<file path="src/hdl/monitor_power_state_control_consts.vh">
// Purpose: constants for the monitor operating-state controller
// Assumes: 50 MHz ref_clk, APB register access, byte addresses
// Notes:   long counts feed parameter defaults of the top module
//
// Overview of operation
// - Sleep: reference and converters off, both ports idle, regulator drive off.
// - A wake-up while the core sleeps moves the core to standby.
// - Standby waits reference power-up on conversion or keep-on, then reference_ready_state, measure, or standby if neither is still asked.
// - Standby returns to sleep after sleep timeout once watchdog and discharge expire.
// - Reference-up is reached only after host writes keep-on to 1.
// - In reference-up a conversion command enters measure without power-up delay.
// - Keep-on cleared leaves reference-up to standby, or sleep if timers expired.
// - Finished conversions go to reference-up if keep-on, else standby.
// - Only conversion or diagnostic commands start measure; others still record the mode field outside measure and sleep.
// - Ports powered down while idle; a wake on either port leaves idle.
// - Idle to ready takes ready time in standby, wake time when asleep.
// - Ready with no port activity beyond idle timeout returns to idle.
// - Link goes active while data is being sent or received.
// - All-cell conversions run three converters; auxiliary inputs use one.
// - Conversion mode is option bit joined with two-bit command mode field.
// - Each conversion measures first, then calibrates each channel.
// - Eight modes give filter bandwidths from 27kHz down to 26Hz.
// - Keep-on holds the reference up so later conversions skip power-up.
// - No valid command for 2 s: watchdog expires, resets logic, releases pin.
`ifndef MONITOR_POWER_STATE_CONTROL_CONSTS_VH
`define MONITOR_POWER_STATE_CONTROL_CONSTS_VH

// ******************************
// register map
// ******************************
`define ADDR_CONFIG      12'h000
`define ADDR_COMMAND     12'h004
`define ADDR_STATUS      12'h008
`define ADDR_BANDWIDTH   12'h00c
`define CFG_OPTION_BIT   0
`define CFG_KEEP_ON_BIT  1
`define CMD_KIND_LSB     0
`define CMD_MODE_LSB     2

// ******************************
// command kinds
// ******************************
`define CMD_OTHER        2'h0
`define CMD_CONV_CELLS   2'h1
`define CMD_CONV_AUX     2'h2
`define CMD_DIAG         2'h3

// ******************************
// timing: times in their unit, rate in MHz
// ******************************
`define CLK_MHZ          50
`define WDT_TIME_MS      2000
`define REFERENCE_READY_STATE_TIME_US    4400
`define SLEEP_TIME_MS    1800
`define DISCH_TIME_MS    30000
`define IDLE_TIME_US     5500
`define READY_TIME_US    10
`define WAKE_TIME_US     400
`define MEAS_BASE_CYC    1000
`define CAL_CYC          2000

`endif

</file>
<file path="src/hdl/monitor_power_state_control.v">
// Purpose: operating-state control for a stackable cell monitor
// Assumes: async active-low reset; link pins are asynchronous
// Notes:   converter datapath is out of scope; only its phases are timed
`timescale 1ns/1ps
`default_nettype none
`include "monitor_power_state_control_consts.vh"

// timing counts are cycle parameters so a bench can shorten them
module monitor_power_state_control #(
  parameter [31:0] WDT_CYC   = `WDT_TIME_MS * `CLK_MHZ * 1000,
  parameter [31:0] REFERENCE_READY_STATE_CYC = `REFERENCE_READY_STATE_TIME_US * `CLK_MHZ,
  parameter [31:0] SLEEP_CYC = `SLEEP_TIME_MS * `CLK_MHZ * 1000,
  parameter [31:0] DISCH_CYC = `DISCH_TIME_MS * `CLK_MHZ * 1000,
  parameter [31:0] IDLE_CYC  = `IDLE_TIME_US * `CLK_MHZ,
  parameter [31:0] READY_CYC = `READY_TIME_US * `CLK_MHZ,
  parameter [31:0] WAKE_CYC  = `WAKE_TIME_US * `CLK_MHZ
) (
  // clock and reset
  input  wire        ref_clk,
  input  wire        resetn,
  // apb slave
  input  wire        psel,
  input  wire        penable,
  input  wire        pwrite,
  input  wire [11:0] paddr,
  input  wire [31:0] pwdata,
  output reg  [31:0] prdata,
  output reg         pready,
  output reg         pslverr,
  // link pins and discharge timer enable
  input  wire        port_a_wake,
  input  wire        port_b_wake,
  input  wire        link_sck,
  input  wire        discharge_timer_enable,
  // power controls
  output reg         reference_on,
  output reg  [2:0]  adc_enable,
  output reg         regulator_drive,
  output reg         port_a_power,
  output reg         port_b_power,
  // watchdog open-drain pin
  output reg         watchdog_output_o,
  output reg         watchdog_output_oe
);

  // ******************************
  // states
  // ******************************
  localparam [2:0] C_SLEEP = 3'h0;
  localparam [2:0] C_STBY  = 3'h1;
  localparam [2:0] C_PWRUP = 3'h2;
  localparam [2:0] C_REFERENCE_READY_STATE = 3'h3;
  localparam [2:0] C_MEAS  = 3'h4;
  localparam [1:0] L_IDLE  = 2'h0;
  localparam [1:0] L_WAKE  = 2'h1;
  localparam [1:0] L_READY = 2'h2;
  localparam [1:0] L_ACT   = 2'h3;

  reg  [2:0]  core_q;
  reg  [1:0]  link_q;
  reg         keep_on_q;
  reg         option_q;
  reg  [2:0]  mode_q;
  reg         aux_q;
  reg         pend_meas_q;
  reg         cal_q;
  reg  [31:0] core_cnt_q;
  reg  [31:0] link_cnt_q;
  reg  [31:0] wdt_cnt_q;
  reg  [31:0] slp_cnt_q;
  reg  [31:0] dis_cnt_q;
  reg  [2:0]  sck_hist_q;
  reg  [1:0]  wa_sync_q;
  reg  [1:0]  wb_sync_q;
  reg  [1:0]  dte_sync_q;

  // ******************************
  // input synchronisers
  // ******************************
  // second stage only is read; sck keeps a third stage for edge finding
  always @(posedge ref_clk or negedge resetn) begin
    if (!resetn) begin
      wa_sync_q  <= 2'h0;
      wb_sync_q  <= 2'h0;
      dte_sync_q <= 2'h0;
      sck_hist_q <= 3'h0;
    end else begin
      wa_sync_q  <= {wa_sync_q[0], port_a_wake};
      wb_sync_q  <= {wb_sync_q[0], port_b_wake};
      dte_sync_q <= {dte_sync_q[0], discharge_timer_enable};
      sck_hist_q <= {sck_hist_q[1:0], link_sck};
    end
  end

  wire wake_any = wa_sync_q[1] | wb_sync_q[1];
  wire sck_edge = sck_hist_q[2] ^ sck_hist_q[1];
  wire dte      = dte_sync_q[1];

  // ******************************
  // apb decode
  // ******************************
  // one wait state: pready is high in the second access cycle
  wire apb_acc  = psel & penable;
  wire apb_done = apb_acc & pready;
  wire wr       = apb_done & pwrite;
  wire wr_cfg   = wr & (paddr == `ADDR_CONFIG);
  wire wr_cmd   = wr & (paddr == `ADDR_COMMAND);
  wire [1:0] cmd_kind = pwdata[`CMD_KIND_LSB +: 2];
  // config and command writes are valid commands and kick the watchdog and sleep timers
  wire valid_cmd = wr_cfg | wr_cmd;
  wire conv_cmd  = wr_cmd & (cmd_kind != `CMD_OTHER);

  wire wdt_exp  = (wdt_cnt_q == 32'h0);
  wire dis_exp  = ~dte | (dis_cnt_q == 32'h0);
  wire slp_exp  = (slp_cnt_q == 32'h0);
  wire timers_out = wdt_exp & dis_exp;

  // bandwidth per mode index, in hertz
  function [31:0] bw_hz;
    input [2:0] m;
    begin
      case (m)
        3'h0:    bw_hz = 32'd27000;
        3'h1:    bw_hz = 32'd13500;
        3'h2:    bw_hz = 32'd6800;
        3'h3:    bw_hz = 32'd3400;
        3'h4:    bw_hz = 32'd1700;
        3'h5:    bw_hz = 32'd845;
        3'h6:    bw_hz = 32'd422;
        default: bw_hz = 32'd26;
      endcase
    end
  endfunction

  reg [31:0] rd_d;
  reg        err_d;
  // read mux; unmapped addresses answer with an error
  always @* begin
    rd_d  = 32'h0;
    err_d = 1'b0;
    if (paddr == `ADDR_CONFIG) begin
      rd_d[`CFG_OPTION_BIT]  = option_q;
      rd_d[`CFG_KEEP_ON_BIT] = keep_on_q;
    end else if (paddr == `ADDR_COMMAND) begin
      rd_d = {27'h0, mode_q[1:0], 1'b0, aux_q};
    end else if (paddr == `ADDR_STATUS) begin
      rd_d = {21'h0, dis_exp, wdt_exp, adc_enable, link_q, core_q};
    end else if (paddr == `ADDR_BANDWIDTH) begin
      rd_d = bw_hz(mode_q);
    end else begin
      err_d = 1'b1;
    end
  end

  // apb answer registers
  always @(posedge ref_clk or negedge resetn) begin
    if (!resetn) begin
      pready  <= 1'b0;
      prdata  <= 32'h0;
      pslverr <= 1'b0;
    end else begin
      pready  <= apb_acc & ~pready;
      pslverr <= apb_acc & ~pready & err_d;
      if (apb_acc & ~pready) begin
        prdata <= pwrite ? 32'h0 : rd_d;
      end
    end
  end

  // ******************************
  // configuration and timers
  // ******************************
  // watchdog expiry clears configuration, as a logic reset would
  always @(posedge ref_clk or negedge resetn) begin
    if (!resetn) begin
      keep_on_q <= 1'b0;
      option_q  <= 1'b0;
      wdt_cnt_q <= 32'h0;
      slp_cnt_q <= 32'h0;
      dis_cnt_q <= 32'h0;
    end else begin
      if (wr_cfg) begin
        keep_on_q <= pwdata[`CFG_KEEP_ON_BIT];
        option_q  <= pwdata[`CFG_OPTION_BIT];
      end else if (wdt_exp) begin
        keep_on_q <= 1'b0;
        option_q  <= 1'b0;
      end
      if (valid_cmd | (core_q == C_SLEEP & wake_any)) begin
        wdt_cnt_q <= WDT_CYC;
        slp_cnt_q <= SLEEP_CYC;
      end else begin
        if (!wdt_exp) wdt_cnt_q <= wdt_cnt_q - 32'h1;
        if (!slp_exp) slp_cnt_q <= slp_cnt_q - 32'h1;
      end
      // discharge timer restarts on each configuration write
      if (wr_cfg) begin
        dis_cnt_q <= DISCH_CYC;
      end else if (dis_cnt_q != 32'h0) begin
        dis_cnt_q <= dis_cnt_q - 32'h1;
      end
    end
  end

  // ******************************
  // core state machine
  // ******************************
  // measure length doubles per mode index; calibration is fixed
  wire [31:0] meas_len = (`MEAS_BASE_CYC << mode_q);
  wire [2:0]  cmd_mode = {option_q, pwdata[`CMD_MODE_LSB +: 2]};

  always @(posedge ref_clk or negedge resetn) begin
    if (!resetn) begin
      core_q      <= C_SLEEP;
      core_cnt_q  <= 32'h0;
      pend_meas_q <= 1'b0;
      cal_q       <= 1'b0;
      mode_q      <= 3'h0;
      aux_q       <= 1'b0;
    end else begin
      // mode field is recorded from any command outside measure and sleep;
      // the running count is already loaded, so a late command cannot stretch it
      if (wr_cmd & core_q != C_MEAS & core_q != C_SLEEP) begin
        mode_q <= cmd_mode;
      end
      if (conv_cmd & core_q != C_MEAS & core_q != C_SLEEP) begin
        aux_q  <= (cmd_kind == `CMD_CONV_AUX);
      end
      case (core_q)
        C_SLEEP: begin
          if (wake_any) core_q <= C_STBY;
        end
        C_STBY: begin
          if (conv_cmd | keep_on_q) begin
            core_q      <= C_PWRUP;
            pend_meas_q <= conv_cmd;
            core_cnt_q  <= REFERENCE_READY_STATE_CYC;
          end else if (slp_exp & timers_out) begin
            core_q <= C_SLEEP;
          end
        end
        C_PWRUP: begin
          if (conv_cmd) pend_meas_q <= 1'b1;
          if (core_cnt_q > 32'h1) begin
            core_cnt_q <= core_cnt_q - 32'h1;
          end else if (pend_meas_q | conv_cmd) begin
            core_q     <= C_MEAS;
            cal_q      <= 1'b0;
            core_cnt_q <= meas_len;
          end else if (keep_on_q) begin
            core_q <= C_REFERENCE_READY_STATE;
          end else begin
            core_q <= C_STBY;
          end
        end
        C_REFERENCE_READY_STATE: begin
          if (conv_cmd) begin
            core_q     <= C_MEAS;
            cal_q      <= 1'b0;
            core_cnt_q <= (`MEAS_BASE_CYC << cmd_mode);
          end else if (!keep_on_q) begin
            core_q <= timers_out ? C_SLEEP : C_STBY;
          end
        end
        C_MEAS: begin
          if (core_cnt_q > 32'h1) begin
            core_cnt_q <= core_cnt_q - 32'h1;
          end else if (!cal_q) begin
            cal_q      <= 1'b1;
            core_cnt_q <= `CAL_CYC;
          end else begin
            core_q <= keep_on_q ? C_REFERENCE_READY_STATE : C_STBY;
          end
        end
        default: core_q <= C_SLEEP;
      endcase
    end
  end

  // ******************************
  // link state machine
  // ******************************
  // wake or clock edges count as activity and hold off the idle timeout
  wire link_act = wake_any | sck_edge;

  always @(posedge ref_clk or negedge resetn) begin
    if (!resetn) begin
      link_q     <= L_IDLE;
      link_cnt_q <= 32'h0;
    end else begin
      case (link_q)
        L_IDLE: begin
          if (wake_any) begin
            link_q     <= L_WAKE;
            link_cnt_q <= (core_q == C_SLEEP) ? WAKE_CYC : READY_CYC;
          end
        end
        L_WAKE: begin
          if (link_cnt_q > 32'h1) begin
            link_cnt_q <= link_cnt_q - 32'h1;
          end else begin
            link_q     <= L_READY;
            link_cnt_q <= IDLE_CYC;
          end
        end
        L_READY: begin
          if (sck_edge) begin
            link_q     <= L_ACT;
            link_cnt_q <= IDLE_CYC;
          end else if (wake_any) begin
            link_cnt_q <= IDLE_CYC;
          end else if (link_cnt_q > 32'h1) begin
            link_cnt_q <= link_cnt_q - 32'h1;
          end else begin
            link_q <= L_IDLE;
          end
        end
        L_ACT: begin
          // a quiet stretch of the idle time ends the transfer
          if (link_act) begin
            link_cnt_q <= IDLE_CYC;
          end else if (link_cnt_q > 32'h1) begin
            link_cnt_q <= link_cnt_q - 32'h1;
          end else begin
            link_q     <= L_READY;
            link_cnt_q <= IDLE_CYC;
          end
        end
        default: link_q <= L_IDLE;
      endcase
      // a sleeping core keeps the ports idle until a wake arrives
      if (core_q == C_SLEEP & ~wake_any & link_q != L_WAKE) begin
        link_q <= L_IDLE;
      end
    end
  end

  // ******************************
  // registered power outputs
  // ******************************
  wire meas_nxt = (core_q == C_MEAS);
  always @(posedge ref_clk or negedge resetn) begin
    if (!resetn) begin
      reference_on       <= 1'b0;
      adc_enable         <= 3'h0;
      regulator_drive    <= 1'b0;
      port_a_power       <= 1'b0;
      port_b_power       <= 1'b0;
      watchdog_output_o  <= 1'b0;
      watchdog_output_oe <= 1'b0;
    end else begin
      reference_on    <= (core_q == C_PWRUP) | (core_q == C_REFERENCE_READY_STATE) | meas_nxt;
      adc_enable      <= !meas_nxt ? 3'h0 : (aux_q ? 3'h1 : 3'h7);
      regulator_drive <= (core_q != C_SLEEP);
      port_a_power    <= (link_q != L_IDLE);
      port_b_power    <= (link_q != L_IDLE);
      watchdog_output_o  <= 1'b0;
      watchdog_output_oe <= ~wdt_exp;
    end
  end

endmodule // monitor_power_state_control
`default_nettype wire

</file>
<file path="config.mk">
export PLATFORM = sky130hd
export DESIGN_NAME = monitor_power_state_control
export DESIGN_NICKNAME = d
export VERILOG_FILES = /design/src/hdl/monitor_power_state_control.v
export VERILOG_INCLUDE_DIRS = /design/src /design/src/hdl
export SDC_FILE = /design/constraint.sdc
export NUM_CORES = 1
export LEC_CHECK = 0
export BUFFER_PORTS_ARGS = -buffer_cell sky130_fd_sc_hd__buf_2
export CAP_MARGIN = 0
export CORE_MARGIN = 2
export CORE_UTILIZATION = 50
export CTS_BUF_LIST = sky130_fd_sc_hd__clkbuf_8
export DETAILED_ROUTE_END_ITERATION = 10
export PLACE_DENSITY_LB_ADDON = 0.08
export SLEW_MARGIN = 10
export SYNTH_ARGS = -nofsm -noshare
export SYNTH_HDL_FRONTEND = slang
export SYNTH_SLANG_ARGS = --single-unit
</file>
<file path="constraint.sdc">
create_clock -name ref_clk -period 4 [get_ports ref_clk]
set_clock_uncertainty 0.15 [all_clocks]
set_input_delay 0.8 -clock ref_clk [delete_from_list [all_inputs] [get_ports ref_clk]]
set_output_delay 0.8 -clock ref_clk [all_outputs]
set_load 0.01 [all_outputs]
</file>
==> flow_summary.toml <==
[worst_hold_path]
hold_path.class = "reg2reg"

[route]
vias_per_cell = 5.908
first_iter_violations = 657
drcViolationCount = 0
wl_microns = 28030
antenna_left = 0
post_drt_wl_per_cell_microns = 16.83
first_pass_iters = 5
num_vias = 9837

[global_routing]
grt_pass1_vias = 9193
grt_pass1_wl_microns = 47050
grt-ovfl-total = 0
antenna_found_initial = 4
track_usage = 0.2352
grt_max_degree = 94

[sta]
drv_slew = 0
tightestPinTransition_ps = 946.2
timing.setup.tns_ps = 0
fmax_mhz = 288.2
hold_viol = 0
rsz0062_at_grt = "false"
min_period_ps = 3470
slew_headroom = 0.3634
period_share = 0.8675
hold-worst-slack_ps = 202.5
finalSetupViolCount = 0

[clock_network]
hold_buffers = 0
tritoncts = "built"
cts_max_level = 2
clock_path_buffers = 3
clk_latency_ps = 540
cts_setup_buffers = 0
numCtsBuffers = 37
cts-root-buf = "clkbuf_8"
cts_resized = 0
clkTransAtPathRegs_ps = 60
cts_num_sinks = 205

[flow_run]
maxCapViolations = 0

[floorplan]
dieWidth_microns = 156.0
die-height_microns = 156.0
dieArea_sq_um = 24350
io_pins = 96
start_util = 0.5105
num_rows = 55
core_sq_um = 22640

[setup_path]
r2r-end = "core_cnt_q[9]$_DFFE_PN0P_"
crit_arrival_ps = 3740
start_kind = "flop"
cp-endpoint = "core_cnt_q[9]$_DFFE_PN0P_"
critPathRequiredTime_ps = 4270
reg2reg_depth = 7
rr_startpoint = "core_cnt_q[21]$_DFFE_PN0P_"
crit_fanout = 34
crit_path_end_kind = "flop"
setup.worst_path.start = "core_cnt_q[21]$_DFFE_PN0P_"
rrSetupSlack_ps = 530
worstSetupPathType = "reg2reg"

[power_and_ir_drop]
p_per_area_nw_per_um2 = 455.2
power_switching_w = 0.001923
combPwrFrac = 0.196
finalPower_w = 0.005836
clockPowerShare = 0.337
switching_share = 0.3295
ir_drop_mv = 0.3850
power.internal_w = 0.003913
leakage_nw = 5.102
power_frac_seq = 0.467

[final_layout]
final_util = 0.5663
area_growth_pct = 10.92
drive_above_1_share = 0.1247
final_cell_mix = "dfrtp_1 (205), nor2_1 (152), nand2_1 (130)"
final_common_cell = "dfrtp_1"
layout.nets = 1415

[synth]
synth_edf_count = 0
yosysSeqAreaShare = 0.4438
postSynthCellCount = 1300
netlist.area_leader.share = 0.4438
ys_seq_elements = 205
ys_async_sr_fraction = 1.000
netlist.top_cell.by_area = "dfrtp_1"
synthFlopType = "dfrtp_1"
ys_types = 89
synth_area_per_cell_sq_um = 8.891
synthesis.area_sq_um = 11560
ys_top_cells_by_area = "dfrtp_1 (44%), nor2_1 (4.9%), o21ai_0 (4.3%)"
yosys_warnings = 0

[outcome]
status = "finished clean"

[place]
dp_hpwl_microns = 19260
portBuffers = 49
place.gp.congestion = 0.8494
-- per-stage QoR --
| step | setup WS, ps | cell area, sq um | std cells |
|---|---|---|---|
| floorplan | 866.1 | 11620 | 1317 |
| finish | 530.0 | 12820 | 1665 |
| CTS | 612.7 | 12820 | 1664 |
| global route | 251.1 | 12820 | 1665 |
| global placement | 559.6 | 12080 | 1599 |
| detailed placement | 541.4 | 12080 | 1599 |
-- kinds of logic after synthesis --
kind of cell               after synthesis  share of synthesized area
adders and majority gates                9                    0.01039
and+or+nand+nor                        593                     0.2653
AOI/OAI and AO/OA                      293                     0.1675
other                                    1                  0.0003244
buffers and inverters                  114                    0.04655
muxes                                    4                   0.004763
xor gates and xnor gates                81                    0.06138
DFF                                    205                     0.4438
-- power by group through the flow --
stage               clock (W)  combinational [W]  sequential, W
finish                0.00196            0.00114        0.00273
global route          0.00212            0.00131        0.00277
CTS                   0.00203            0.00116        0.00272
detailed placement          0            0.00115        0.00275
global placement            0            0.00112        0.00274
floorplan                   0           0.000906        0.00264
-- synth_stat cells (all sizes together), types with 31 or more instances --
cell    number
a21oi       55
buf         40
clkbuf      40
dfrtp      205
inv         33
nand2      130
nand3       48
nor2       152
nor3        62
nor4        44
o21ai       99
or3         31
xnor2       54
-- layout make-up --
cell class | instances | area (sq um)
fillers | 2052 | 9819
multi-input cells | 998 | 5954
flip-flops and latches | 205 | 5130
clock buffers | 47 | 646.9
repair buffers | 77 | 514.2
well taps | 285 | 356.6
inverters | 34 | 127.6
clock inverters | 18 | 88.84
diodes | 1 | 2.502
-- worst min path at each step --
| stage | startpoint | endpoint | slack (ps) | cells after the start |
|---|---|---|---|---|
| 6_report | wb_sync_q[0]$_DFF_PN0_ | wb_sync_q[1]$_DFF_PN0_ | 200 | 0 |
| 5_1_grt | port_a_wake | wa_sync_q[0]$_DFF_PN0_ | 190 | 1 |
| 4_1_cts | port_a_wake | wa_sync_q[0]$_DFF_PN0_ | 200 | 1 |
| 3_5_place_dp | dte_sync_q[0]$_DFF_PN0_ | dte_sync_q[1]$_DFF_PN0_ | 190 | 0 |
| 3_3_place_gp | dte_sync_q[0]$_DFF_PN0_ | dte_sync_q[1]$_DFF_PN0_ | 180 | 0 |
| 2_1_floorplan | dte_sync_q[0]$_DFF_PN0_ | dte_sync_q[1]$_DFF_PN0_ | 180 | 0 |
-- layer usage --
layer | vias up | global-route usage | wire length (microns)
met3 | 50 | 0.04056 | 1475
met1 | 4737 | 0.3386 | 13360
li1 | 4794 | - | -
met5 | - | 0 | 27
met4 | 4 | 0.06859 | 595
met2 | 252 | 0.3662 | 12570
-- worst max-delay path, stage by stage, from the launching register on --
cell and delay [ps]:
dfrtp_1 430, nor4_1 600, nand4b_1 480, nand3b_1 730, o2bb2ai_2 310, buf_4 340, a31oi_1 80, o22a_1 230
-- sequential cells by signal (all words and copies together) (netlist names), 2 cells and up --
signal / flops
prdata: 15
core_q: 3
link_cnt_q: 32
dis_cnt_q: 32
wdt_cnt_q: 32
core_cnt_q: 32
mode_q: 3
sck_hist_q: 3
wb_sync_q: 2
slp_cnt_q: 32
link_q: 2
dte_sync_q: 2
adc_enable: 2
wa_sync_q: 2
Power figures use the tool's default switching activity.
